**config.mk**
```make
export PLATFORM = sky130hd
export DESIGN_NAME = pcd_clock_dividers
export DESIGN_NICKNAME = d
export VERILOG_FILES = /design/src/hdl/pcd_pkg.sv /design/src/hdl/pcd_clock_dividers.sv
export SDC_FILE = /design/constraint.sdc
export NUM_CORES = 1
export LEC_CHECK = 0
export ABC_AREA = 0
export BUFFER_PORTS_ARGS = -buffer_cell sky130_fd_sc_hd__buf_2
export CAP_MARGIN = 40
export CORE_UTILIZATION = 49
export DETAILED_ROUTE_END_ITERATION = 8
export PLACE_DENSITY_LB_ADDON = 0.2
export RECOVER_POWER = 25
export SETUP_SLACK_MARGIN = 0.4
export SLEW_MARGIN = 20
export SYNTH_ARGS = -nofsm -noshare
export SYNTH_HDL_FRONTEND = slang
export SYNTH_HIERARCHICAL = 1
export SYNTH_SLANG_ARGS = --single-unit
export TNS_END_PERCENT = 10
```
**constraint.sdc**
```tcl
create_clock -name ref_clk -period 1.8 [get_ports ref_clk]
set_input_delay 0.36 -clock ref_clk [delete_from_list [all_inputs] [get_ports ref_clk]]
set_output_delay 0.36 -clock ref_clk [all_outputs]
set_load 0.03 [all_outputs]
```
**src/hdl/pcd_pkg.sv**
```systemverilog
// Register map, field layout and types of the clock divider block
package pcd_pkg;

  // ----------------------------------------------------------------
  // Register indices and byte addresses
  // ----------------------------------------------------------------
  localparam logic [15:0] PCD_IDX_PRESC = 16'h1C8A;
  localparam logic [15:0] PCD_IDX_SYS1 = 16'h1C8C;
  localparam logic [15:0] PCD_IDX_SYS2 = 16'h1C8E;
  localparam logic [15:0] PCD_IDX_SYS3 = 16'h1C90;
  localparam logic [15:0] PCD_ADDR_PRESC = PCD_IDX_PRESC << 2;
  localparam logic [15:0] PCD_ADDR_SYS1 = PCD_IDX_SYS1 << 2;
  localparam logic [15:0] PCD_ADDR_SYS2 = PCD_IDX_SYS2 << 2;
  localparam logic [15:0] PCD_ADDR_SYS3 = PCD_IDX_SYS3 << 2;
  localparam logic [15:0] PCD_ADDR_CTRL = 16'h7200;
  localparam logic [15:0] PCD_ADDR_STAT = 16'h7204;
  localparam int unsigned PCD_ADDR_W = 16;

  // ----------------------------------------------------------------
  // Field positions
  // ----------------------------------------------------------------
  localparam int unsigned PCD_EN_BIT = 15;
  localparam int unsigned PCD_RATIO_W = 5;
  localparam int unsigned PCD_CTRL_PATH_BIT = 0;
  localparam int unsigned PCD_CTRL_MULT_LSB = 8;
  localparam int unsigned PCD_STRB_LO = 0;
  localparam int unsigned PCD_STRB_HI = 1;

  // ----------------------------------------------------------------
  // Types and reset values
  // ----------------------------------------------------------------
  typedef struct packed {
    logic en;
    logic [PCD_RATIO_W-1:0] ratio;
  } pcd_div_t;

  localparam pcd_div_t PCD_PRESC_RST = '{en: 1'b1, ratio: 5'h00};
  localparam pcd_div_t PCD_SYS_RST = '{en: 1'b1, ratio: 5'h03};
  localparam logic PCD_PATH_RST = 1'b0;
  localparam logic [PCD_RATIO_W-1:0] PCD_MULT_RST = 5'h00;
  localparam logic [PCD_RATIO_W-1:0] PCD_CNT_ZERO = 5'h00;
  localparam logic [PCD_RATIO_W-1:0] PCD_CNT_ONE = 5'h01;

  localparam logic [1:0] PCD_RESP_OKAY = 2'h0;
  localparam logic [1:0] PCD_RESP_SLVERR = 2'h2;

endpackage

```
**src/hdl/pcd_clock_dividers.sv**
```systemverilog
// Prescaler and three system clock dividers with an AXI4-Lite register file
//
// The AXI4-Lite interface to the registers was decided locally.
`timescale 1ns/1ns

// ------------------------------------------------------------------
// One divider: emits one tick every (ratio + 1) source ticks
// ------------------------------------------------------------------
module pcd_div_counter
  import pcd_pkg::*;
(
  // Clock and reset
  input wire logic ref_clk,
  input wire logic rst,
  // Source and setting
  input wire logic src_tick,
  input wire pcd_div_t cfg,
  // Divided tick
  output logic tick_r
);

  logic [PCD_RATIO_W-1:0] cnt_r;
  logic [PCD_RATIO_W-1:0] cnt_nxt;
  logic tick_nxt;

  always_comb begin
    cnt_nxt = cnt_r;
    tick_nxt = 1'b0;
    if (!cfg.en) begin
      // Held static and cleared so a re-enable starts a full period
      cnt_nxt = PCD_CNT_ZERO;
    end else if (src_tick) begin
      // Compare with >= so a shrunk ratio never strands the count
      if (cnt_r >= cfg.ratio) begin
        cnt_nxt = PCD_CNT_ZERO;
        tick_nxt = 1'b1;
      end else begin
        cnt_nxt = cnt_r + PCD_CNT_ONE;
      end
    end
  end

  always_ff @(posedge ref_clk) begin
    if (rst) begin
      cnt_r <= PCD_CNT_ZERO;
      tick_r <= 1'b0;
    end else begin
      cnt_r <= cnt_nxt;
      tick_r <= tick_nxt;
    end
  end

endmodule

// Overview of operation
// Prescaler divides reference clock ahead of PLL.
// Prescaler enable bit 15, resets set.
// Prescaler ratio divides by value plus one.
// Three dividers make system clocks, both paths.
// First system divider enable bit 15, resets set.
// First divider codes 0,1,3 give 1,2,4.
// Second system divider enable bit 15, resets set.
// Second divider codes 0,1,3 give 1,2,4.
// Third system divider enable bit 15, resets set.
// Third divider codes 0,1,3 give 1,2,4.
// Software writes only defined system ratio codes.
// Bits 14:5 read zero, writes ignored.
// Path select clear bypasses prescaler and PLL.
// Lock frequency set by multiplier and prescaler.
// Disabled divider holds output static, restarts cleanly.
module pcd_clock_dividers
  import pcd_pkg::*;
(
  // Clock and reset
  input wire logic ref_clk,
  input wire logic rst,
  // AXI4-Lite write address
  input wire logic [PCD_ADDR_W-1:0] s_axi_awaddr,
  input wire logic s_axi_awvalid,
  output logic s_axi_awready,
  // AXI4-Lite write data
  input wire logic [31:0] s_axi_wdata,
  input wire logic [3:0] s_axi_wstrb,
  input wire logic s_axi_wvalid,
  output logic s_axi_wready,
  // AXI4-Lite write response
  output logic [1:0] s_axi_bresp,
  output logic s_axi_bvalid,
  input wire logic s_axi_bready,
  // AXI4-Lite read address
  input wire logic [PCD_ADDR_W-1:0] s_axi_araddr,
  input wire logic s_axi_arvalid,
  output logic s_axi_arready,
  // AXI4-Lite read data
  output logic [31:0] s_axi_rdata,
  output logic [1:0] s_axi_rresp,
  output logic s_axi_rvalid,
  input wire logic s_axi_rready,
  // PLL side
  input wire logic pll_out_tick,
  output logic prescaled_ref_tick,
  output logic [PCD_RATIO_W-1:0] multiplier_select,
  output logic pll_path_select,
  // System clock ticks
  output logic system_clock_one,
  output logic system_clock_two,
  output logic system_clock_three
);

  // ----------------------------------------------------------------
  // Register state
  // ----------------------------------------------------------------
  pcd_div_t presc_r, presc_nxt;
  pcd_div_t sys_r [3];
  pcd_div_t sys_nxt [3];
  logic path_r, path_nxt;
  logic [PCD_RATIO_W-1:0] mult_r, mult_nxt;

  // ----------------------------------------------------------------
  // Bus channel state
  // ----------------------------------------------------------------
  logic aw_hold_r, aw_hold_nxt;
  logic w_hold_r, w_hold_nxt;
  logic [PCD_ADDR_W-1:0] waddr_r, waddr_nxt;
  logic [31:0] wdata_r, wdata_nxt;
  logic [3:0] wstrb_r, wstrb_nxt;
  logic awready_r, awready_nxt;
  logic wready_r, wready_nxt;
  logic bvalid_r, bvalid_nxt;
  logic [1:0] bresp_r, bresp_nxt;
  logic arready_r, arready_nxt;
  logic rvalid_r, rvalid_nxt;
  logic [1:0] rresp_r, rresp_nxt;
  logic [31:0] rdata_r, rdata_nxt;

  logic presc_tick;
  logic [2:0] sys_tick;
  logic sys_src;

  // ----------------------------------------------------------------
  // Read view of one divider register
  // ----------------------------------------------------------------
  function automatic logic [31:0] div_word(input pcd_div_t d);
    logic [31:0] w;
    w = '0;
    w[PCD_EN_BIT] = d.en;
    w[PCD_RATIO_W-1:0] = d.ratio;
    return w;
  endfunction

  // ----------------------------------------------------------------
  // Write channel and register updates
  // ----------------------------------------------------------------
  always_comb begin
    logic aw_take;
    logic w_take;
    logic do_write;
    aw_take = s_axi_awvalid && awready_r;
    w_take = s_axi_wvalid && wready_r;
    do_write = 1'b0;
    aw_hold_nxt = aw_hold_r || aw_take;
    w_hold_nxt = w_hold_r || w_take;
    waddr_nxt = aw_take ? s_axi_awaddr : waddr_r;
    wdata_nxt = w_take ? s_axi_wdata : wdata_r;
    wstrb_nxt = w_take ? s_axi_wstrb : wstrb_r;
    bvalid_nxt = bvalid_r;
    bresp_nxt = bresp_r;
    presc_nxt = presc_r;
    sys_nxt = sys_r;
    path_nxt = path_r;
    mult_nxt = mult_r;
    if (bvalid_r && s_axi_bready) begin
      bvalid_nxt = 1'b0;
    end
    do_write = aw_hold_nxt && w_hold_nxt && !bvalid_r;
    if (do_write) begin
      aw_hold_nxt = 1'b0;
      w_hold_nxt = 1'b0;
      bvalid_nxt = 1'b1;
      bresp_nxt = PCD_RESP_OKAY;
      // Divider registers store only bit 15 and bits 4:0; their bits 14:5 are dropped
      if (waddr_nxt == PCD_ADDR_PRESC) begin
        if (wstrb_nxt[PCD_STRB_HI]) presc_nxt.en = wdata_nxt[PCD_EN_BIT];
        if (wstrb_nxt[PCD_STRB_LO]) presc_nxt.ratio = wdata_nxt[PCD_RATIO_W-1:0];
      end else if (waddr_nxt == PCD_ADDR_SYS1) begin
        if (wstrb_nxt[PCD_STRB_HI]) sys_nxt[0].en = wdata_nxt[PCD_EN_BIT];
        if (wstrb_nxt[PCD_STRB_LO]) sys_nxt[0].ratio = wdata_nxt[PCD_RATIO_W-1:0];
      end else if (waddr_nxt == PCD_ADDR_SYS2) begin
        if (wstrb_nxt[PCD_STRB_HI]) sys_nxt[1].en = wdata_nxt[PCD_EN_BIT];
        if (wstrb_nxt[PCD_STRB_LO]) sys_nxt[1].ratio = wdata_nxt[PCD_RATIO_W-1:0];
      end else if (waddr_nxt == PCD_ADDR_SYS3) begin
        if (wstrb_nxt[PCD_STRB_HI]) sys_nxt[2].en = wdata_nxt[PCD_EN_BIT];
        if (wstrb_nxt[PCD_STRB_LO]) sys_nxt[2].ratio = wdata_nxt[PCD_RATIO_W-1:0];
      end else if (waddr_nxt == PCD_ADDR_CTRL) begin
        if (wstrb_nxt[PCD_STRB_LO]) path_nxt = wdata_nxt[PCD_CTRL_PATH_BIT];
        if (wstrb_nxt[PCD_STRB_HI]) begin
          mult_nxt = wdata_nxt[PCD_CTRL_MULT_LSB +: PCD_RATIO_W];
        end
      end else if (waddr_nxt != PCD_ADDR_STAT) begin
        bresp_nxt = PCD_RESP_SLVERR;
      end
    end
    // No new address or data while a response is still pending
    awready_nxt = !aw_hold_nxt && !bvalid_nxt;
    wready_nxt = !w_hold_nxt && !bvalid_nxt;
  end

  always_ff @(posedge ref_clk) begin
    if (rst) begin
      aw_hold_r <= 1'b0;
      w_hold_r <= 1'b0;
      waddr_r <= '0;
      wdata_r <= '0;
      wstrb_r <= '0;
      awready_r <= 1'b1;
      wready_r <= 1'b1;
      bvalid_r <= 1'b0;
      bresp_r <= PCD_RESP_OKAY;
      presc_r <= PCD_PRESC_RST;
      sys_r[0] <= PCD_SYS_RST;
      sys_r[1] <= PCD_SYS_RST;
      sys_r[2] <= PCD_SYS_RST;
      path_r <= PCD_PATH_RST;
      mult_r <= PCD_MULT_RST;
    end else begin
      aw_hold_r <= aw_hold_nxt;
      w_hold_r <= w_hold_nxt;
      waddr_r <= waddr_nxt;
      wdata_r <= wdata_nxt;
      wstrb_r <= wstrb_nxt;
      awready_r <= awready_nxt;
      wready_r <= wready_nxt;
      bvalid_r <= bvalid_nxt;
      bresp_r <= bresp_nxt;
      presc_r <= presc_nxt;
      sys_r <= sys_nxt;
      path_r <= path_nxt;
      mult_r <= mult_nxt;
    end
  end

  // ----------------------------------------------------------------
  // Read channel
  // ----------------------------------------------------------------
  always_comb begin
    rvalid_nxt = rvalid_r;
    rresp_nxt = rresp_r;
    rdata_nxt = rdata_r;
    if (rvalid_r && s_axi_rready) begin
      rvalid_nxt = 1'b0;
    end
    if (s_axi_arvalid && arready_r) begin
      rvalid_nxt = 1'b1;
      rresp_nxt = PCD_RESP_OKAY;
      rdata_nxt = '0;
      if (s_axi_araddr == PCD_ADDR_PRESC) begin
        rdata_nxt = div_word(presc_r);
      end else if (s_axi_araddr == PCD_ADDR_SYS1) begin
        rdata_nxt = div_word(sys_r[0]);
      end else if (s_axi_araddr == PCD_ADDR_SYS2) begin
        rdata_nxt = div_word(sys_r[1]);
      end else if (s_axi_araddr == PCD_ADDR_SYS3) begin
        rdata_nxt = div_word(sys_r[2]);
      end else if (s_axi_araddr == PCD_ADDR_CTRL) begin
        rdata_nxt[PCD_CTRL_PATH_BIT] = path_r;
        rdata_nxt[PCD_CTRL_MULT_LSB +: PCD_RATIO_W] = mult_r;
      end else if (s_axi_araddr == PCD_ADDR_STAT) begin
        // Live tick levels, mostly useful with slow dividers
        rdata_nxt[3:0] = {system_clock_three, system_clock_two, system_clock_one,
                          prescaled_ref_tick};
      end else begin
        rresp_nxt = PCD_RESP_SLVERR;
      end
    end
    arready_nxt = !rvalid_nxt;
  end

  always_ff @(posedge ref_clk) begin
    if (rst) begin
      arready_r <= 1'b1;
      rvalid_r <= 1'b0;
      rresp_r <= PCD_RESP_OKAY;
      rdata_r <= '0;
    end else begin
      arready_r <= arready_nxt;
      rvalid_r <= rvalid_nxt;
      rresp_r <= rresp_nxt;
      rdata_r <= rdata_nxt;
    end
  end

  // ----------------------------------------------------------------
  // Dividers
  // ----------------------------------------------------------------
  // Prescaler always counts reference cycles; its tick feeds the PLL
  pcd_div_counter u_presc (
    .ref_clk(ref_clk),
    .rst(rst),
    .src_tick(1'b1),
    .cfg(presc_r),
    .tick_r(presc_tick)
  );

  // Bypass takes every reference cycle, PLL mode the PLL's ticks
  assign sys_src = path_r ? pll_out_tick : 1'b1;

  // Reserved codes divide by code plus one; software must avoid them
  for (genvar i = 0; i < 3; i++) begin : g_sys
    pcd_div_counter u_sys (
      .ref_clk(ref_clk),
      .rst(rst),
      .src_tick(sys_src),
      .cfg(sys_r[i]),
      .tick_r(sys_tick[i])
    );
  end

  // ----------------------------------------------------------------
  // Outputs
  // ----------------------------------------------------------------
  assign s_axi_awready = awready_r;
  assign s_axi_wready = wready_r;
  assign s_axi_bvalid = bvalid_r;
  assign s_axi_bresp = bresp_r;
  assign s_axi_arready = arready_r;
  assign s_axi_rvalid = rvalid_r;
  assign s_axi_rresp = rresp_r;
  assign s_axi_rdata = rdata_r;
  assign prescaled_ref_tick = presc_tick;
  assign multiplier_select = mult_r;
  assign pll_path_select = path_r;
  assign system_clock_one = sys_tick[0];
  assign system_clock_two = sys_tick[1];
  assign system_clock_three = sys_tick[2];

endmodule

```
==> results.toml, run 1 <==
[global_routing]
grtUsageTotal_pct = 24.6
grt_antenna_before_repair = 0
grt_pass1_wl_mm = 22.5
grt_pass1_vias = 4699
grt_use_met1_pct = 30.1
grtUsageMet2_pct = 42.5
grt_max_degree = 64
grt.busiest_layer = "met2"
gr-usage-met3_pct = 5.61
grt_overflow = 0

[critical_path]
reg2reg_slack_ns = 0.12
crit_arrival_ns = 1.92
reg2reg_to = "multiplier_select[2]"
worst-setup-path-type = "reg2reg"
crit_top_cell = "buf_6"
rr_startpoint = "s_axi_awready"
crit_start = "s_axi_awready"
critPathBufInv = 2
crit_path_end_kind = "register"
crit_family = "flip-flops"
crit_required_ns = 2.04
crit_fanout = 6
worst_setup_path_start_kind = "register"
rr_worst_depth = 7
slowest_stage = "dfxtp_4"
path_cells = "buf_6, a211oi_4, a21oi_4, nor2_2, nand4_1, buf_6, mux2_4"
cp_slowest_stage_delay_ns = 0.38

[sta]
tns_ns = 0
maxSlewViolCount = 0
hold_viol = 0
period_share_pct = 93.4
rsz0062_at_grt = "true"
setup_viol = 0
min_period_ns = 1.68
finClkSkew_ns = 0.00883
fmax_ghz = 0.595

[placement]
dp.cells = 840
gp_congestion = 0.885
portBuffers = 80
dp_hpwl_mm = 10.0

[floorplanning]
start_util_pct = 50.5
die_area_sq_um = 11700
ios = 127
die_w_um = 108
die_y_um = 108
coreArea_sq_um = 10900
rows = 38

[final_layout]
diodes = 0
drive_above_1_share_pct = 27.7
fin_nets = 824
layout.cells.non_filler = 869
syn_to_final_growth_pct = 23.4

[min_path]
hold_path.class = "in2reg"
worstHoldStart = "s_axi_awaddr[1]"
hold_end = "waddr_r[1]"
hold_depth = 3

[pwr]
pwr-share-seq_pct = 42.5
p_switching_w = 0.00183
ir_drop_v = 0.000701
p_per_area_nw_per_um2 = 897
leakage_nw = 3.05
swShare_pct = 29.9
clock_power_share_pct = 35.1
combPwrFrac_pct = 22.4
internal-power_w = 0.00429

[detailed_routing]
totalWireLength_mm = 13.8
vias = 4774
wl_per_cell_um = 15.8
final_antenna_net_count = 0
drc_errors = 0
firstDrtPassIters = 4
via_per_inst = 5.49
drtIter0Drc = 248

[logic_synthesis]
ys.flop_type = "dfxtp_1"
synth_area_sq_um = 5530
syn_area_per_cell_sq_um = 9.17
ys_ff_latch = 103
synth_warnings = 6
yosysSeqAreaShare_pct = 37.3
synth_edf_count = 0
synthArstFlopShare_pct = 0
syn_inst = 603
ys_types = 67

[cts]
cts_inserted_buffers = 9
clk_path_buf_depth = 2
clock_sinks = 103
root_buffer = "clkbuf_16"
cts_tree = "built"
clk_pin_slew_ns = 0.07
cts_max_level = 3
insertion_delay_ns = 0.35
ctsHoldBuffers = 0

[status]
status = "finished, final reports clean"

[flow_run]
drv_cap = 0
-- worst register-to-register path: cells and delay by family, from the launching register on --
family | cells | cell delay [ns]
AOI/OAI and AO/OA | 2 | 0.33
buffers and inverters | 2 | 0.31
DFF | 1 | 0.38
muxes | 1 | 0.30
and+or+nand+nor | 2 | 0.25
-- layer usage --
layer / vias up / share of wire [%] / wire [um]
li1: 2362 / - / -
met1: 2261 / 43 / 5870
met2: 134 / 51 / 7030
met3: 17 / 4.9 / 670
met4: 0 / 1.5 / 200
met5: - / 0 / 0
-- through the flow --
step	instance area [sq um]	power, W	worst slack [ns]	utilization [%]	hold WS, ns
floorplan	5670	0.00358	0.0764	-	0.431
global placement	6270	0.00387	-0.167	57.3	0.443
detailed placement	6270	0.00392	-0.204	57.3	0.448
CTS	6770	0.00611	0.146	61.9	0.244
global route	6820	0.00640	0.0568	62.4	0.263
finish	6820	0.00612	0.119	62.4	0.258
-- cell type report --
cell class,instances,area [sq um]
multi-input cells,441,3270
fillers,941,4110
well taps,140,175
repair buffers,136,863
inverters,33,124
clock buffers,12,246
clock inverters,4,76.3
flip-flops and latches,103,2070
-- timing repair --
item / in CTS / in global routing
endpoints found under the setup margin: 63 / 72
cloned: 1 / 0
pin swaps: 8 / 6
endpoints found under the hold margin: 0 / 0
setup buffers: 8 / 4
gates resized for setup: 21 / 9
-- state kept, by name, indices dropped and copies added (netlist names), 2 cells and up --
name                flops
wstrb_r                 2
presc_r                 6
g_sys.u_sys/cnt_r      15
waddr_r                16
wdata_r                11
multiplier_select       5
g_sys.u_sys/tick_r      3
u_presc/cnt_r           5
sys_r                  18
s_axi_rdata            11
-- worst max path at each step --
stage	to	slack, ns	depth (start not counted)
after floorplan	s_axi_rdata[0]	0.08	6
final	multiplier_select[2]	0.12	7
after CTS	presc_r[1]	0.15	6
after detailed placement	multiplier_select[2]	-0.20	6
after global placement	multiplier_select[2]	-0.17	6
after global routing	multiplier_select[2]	0.06	7
-- cell usage after synthesis (5+ instances only) --
library cell	instances	share of area (%)
ha_1	24	5.4
a21oi_2	6	0.95
a21o_1	5	0.68
buf_6	8	1.6
nand2_1	51	3.5
mux2i_1	33	6.0
nand3_2	5	0.91
buf_4	25	3.4
nand3_1	16	1.4
a21oi_1	37	3.3
clkbuf_1	11	0.75
nand2_2	5	0.57
nor3_1	7	0.63
dfxtp_1	103	37
nand4_1	18	2.0
nor3_2	7	1.3
nor2_1	42	2.9
nor4bb_1	5	0.91
o21ai_0	10	0.91
nor2b_1	9	1.0
a22oi_1	11	1.5
inv_1	33	2.2
xor2_1	12	1.9
nand2b_1	23	2.6
nor4_1	17	1.9
-- cells in the final DEF, fill, tap and decap left out, drive strengths merged, types with 2 or more instances in the layout --
cell type | synthesis | layout
a211o | 2 | 2
a211oi | 4 | 4
a21o | 5 | 5
a21oi | 43 | 43
a22oi | 11 | 11
a311oi | 4 | 4
a31oi | 2 | 2
and2 | 2 | 2
and4b | 2 | 2
buf | 37 | 120
bufinv | 0 | 2
clkbuf | 11 | 28
conb | 2 | 24
dfxtp | 103 | 103
ha | 24 | 24
inv | 33 | 34
mux2 | 6 | 6
mux2i | 33 | 33
nand2 | 56 | 56
nand2b | 23 | 23
nand3 | 21 | 21
nand3b | 3 | 3
nand4 | 22 | 22
nand4b | 4 | 4
nor2 | 42 | 42
nor2b | 13 | 13
nor3 | 14 | 14
nor4 | 17 | 17
nor4b | 3 | 3
nor4bb | 5 | 5
o21ai | 13 | 13
o21ba | 4 | 4
o221ai | 2 | 2
o22ai | 2 | 2
o31ai | 2 | 2
o32ai | 8 | 8
or3 | 3 | 3
xor2 | 12 | 12
-- cells by family after synthesis --
group	Yosys count	share of synthesized area, %
mux	39	7.20
buf+inv	81	8.33
xor+xnor	12	1.90
fa+ha+maj	24	5.43
simple gates	233	24.6
compound gates	109	15.1
flops	103	37.3
other cells	2	0.136
-- power groups by stage --
stage               registers [W]  logic (W)  clock network, W
global route              0.00262    0.00152           0.00226
detailed placement        0.00265    0.00128                 0
CTS                       0.00260    0.00134           0.00217
floorplan                 0.00267   0.000912                 0
finish                    0.00260    0.00137           0.00215
global placement          0.00264    0.00123                 0
Power figures use the tool's default switching activity.
==> inputs of run 2 (changes only) <==
Settings changed: SETUP_SLACK_MARGIN 0.4 to 0.1.
==> run 2 against run 1 <==
  * Non-clock buffer count decreased by 7
  * Critical path type unchanged
  * First-iteration DRC count decreased by 11%
  * Via count about the same
  * Global-route usage decreased by 0.98 points
  * Register-to-register slack got worse by 0.02 ns
==> results.toml, run 2 (synthesis gave the netlist of run 1 again) <==
[status]
status = "finished, final reports clean"

[cts]
clk_pin_slew_ns = 0.08
root_buffer = "clkbuf_16"
cts_tree = "built"
clk_path_buf_depth = 2
cts_inserted_buffers = 9
clock_sinks = 103
insertion_delay_ns = 0.35
cts_max_level = 3
ctsHoldBuffers = 0

[placement]
portBuffers = 80
preCtsSetupSlack_ns = -0.135
dp_hpwl_mm = 10.1
gp_congestion = 0.836
placed_area_sq_um = 6220

[sta]
whs_ns = 0.257
maxSlewViolCount = 0
finClkSkew_ns = 0.00847
min_period_ns = 1.70
setup_viol = 0
rsz0062_at_grt = "true"
fin_ws_ns = 0.0986
fmax_ghz = 0.588
period_share_pct = 94.5
hold_viol = 0

[detailed_routing]
vias = 4776
drc_errors = 0
totalWireLength_mm = 13.3
final_antenna_net_count = 0
firstDrtPassIters = 4
via_per_inst = 5.54
wl_per_cell_um = 15.4
drtIter0Drc = 220

[floorplanning]
die_area_sq_um = 11700
ios = 127
start_util_pct = 50.5
die_y_um = 108
coreArea_sq_um = 10900
die_w_um = 108
rows = 38

[critical_path]
crit_fanout = 7
rr_startpoint = "s_axi_awready"
crit_path_end_kind = "register"
worst_setup_path_start_kind = "register"
crit_end = "multiplier_select[2]"
reg2reg_slack_ns = 0.1
crit_required_ns = 2.04
crit_start = "s_axi_awready"
crit_arrival_ns = 1.94
reg2reg_to = "multiplier_select[2]"
rr_worst_depth = 6
worst-setup-path-type = "reg2reg"

[flow_run]
drv_cap = 0

[min_path]
hold_path.class = "in2reg"
hold_depth = 3
worstHoldStart = "s_axi_awaddr[8]"

[pwr]
leakage_nw = 3.03
p_per_area_nw_per_um2 = 896
ir_drop_v = 0.000503

[global_routing]
grtUsageTotal_pct = 23.6
grt_pass1_vias = 4630
grt_antenna_before_repair = 0
grt_overflow = 0
grt_max_degree = 34
grt_pass1_wl_mm = 21.8

[final_layout]
final_common_cell = "dfxtp_1"
fin_nets = 817
final_cell_mix = "101 x dfxtp_1, 78 x buf_2, 51 x nand2_1"
regMostFlops = "sys_r"
largest_reg_flops = 18
postLayoutCellArea_sq_um = 6640
drive_above_1_share_pct = 27.6
syn_to_final_growth_pct = 20.1
largestRegisters = "sys_r x18, waddr_r x16, g_sys.u_sys/cnt_r x15"
diodes = 0
-- run 2: changes by cell type in the layout (fill, tap and decap cells not counted), sizes merged --
cell      previous run  this run
buf                120       121
clkinv               0         1
clkbuf              28        17
clkinvlp             1         0
inv                 34        38
bufinv               2         1
-- run 2: critical path: stages (launching register included) --
cell and delay, ns:
dfxtp_4 0.39, and2_4 0.21, nand3_1 0.10, o22ai_2 0.27, nand4_1 0.15, buf_6 0.16
mux2_1 0.30
-- run 2: worst min-delay path by stage --
stage	end	slack [ns]
final	waddr_r[8]	0.26
after global routing	waddr_r[1]	0.26
after CTS	waddr_r[14]	0.25
after detailed placement	waddr_r[1]	0.45
after global placement	waddr_r[1]	0.44
after floorplan	waddr_r[1]	0.43
-- run 2: final cells by class --
class / instances / area (sq um)
Clock buffer: 9 / 225
Inverter: 33 / 124
Clock inverter: 7 / 86.3
Fill cell: 964 / 4300
Tap cell: 140 / 175
Multi-Input combinational cell: 441 / 3180
Sequential cell: 103 / 2070
Timing Repair Buffer: 129 / 785
-- run 2: metal layers --
metal  track usage (%)  share of wire, %  up-vias
met4              9.59               2.1        0
met1              29.2                44     2275
met5                 0                 0        -
met3              3.98               4.3       26
met2              40.7                49      128
li1                  -                 -     2347
-- run 2: repair_timing --
item,CTS,global route
cloned,0,1
hold endpoints to repair,0,0
gates resized for setup,0,16
setup buffers,0,3
pin swaps,0,4
setup endpoints to repair,27,35
-- run 2: per-stage QoR --
step / util [%] / power (W) / TNS, ns / instances
after floorplan: - / 0.00357 / 0 / 625
after global placement: 56.9 / 0.00384 / -2.91 / 842
after detailed placement: 56.9 / 0.00390 / -3.07 / 842
after CTS: 59.8 / 0.00594 / 0 / 858
after global routing: 60.7 / 0.00625 / 0 / 862
final: 60.7 / 0.00595 / 0 / 862
-- run 2: where the power goes --
group          internal (W)  switching (W)  total [W]
clock network       0.00112       0.000938    0.00205
registers           0.00244       0.000157    0.00260
logic              0.000535       0.000760    0.00129
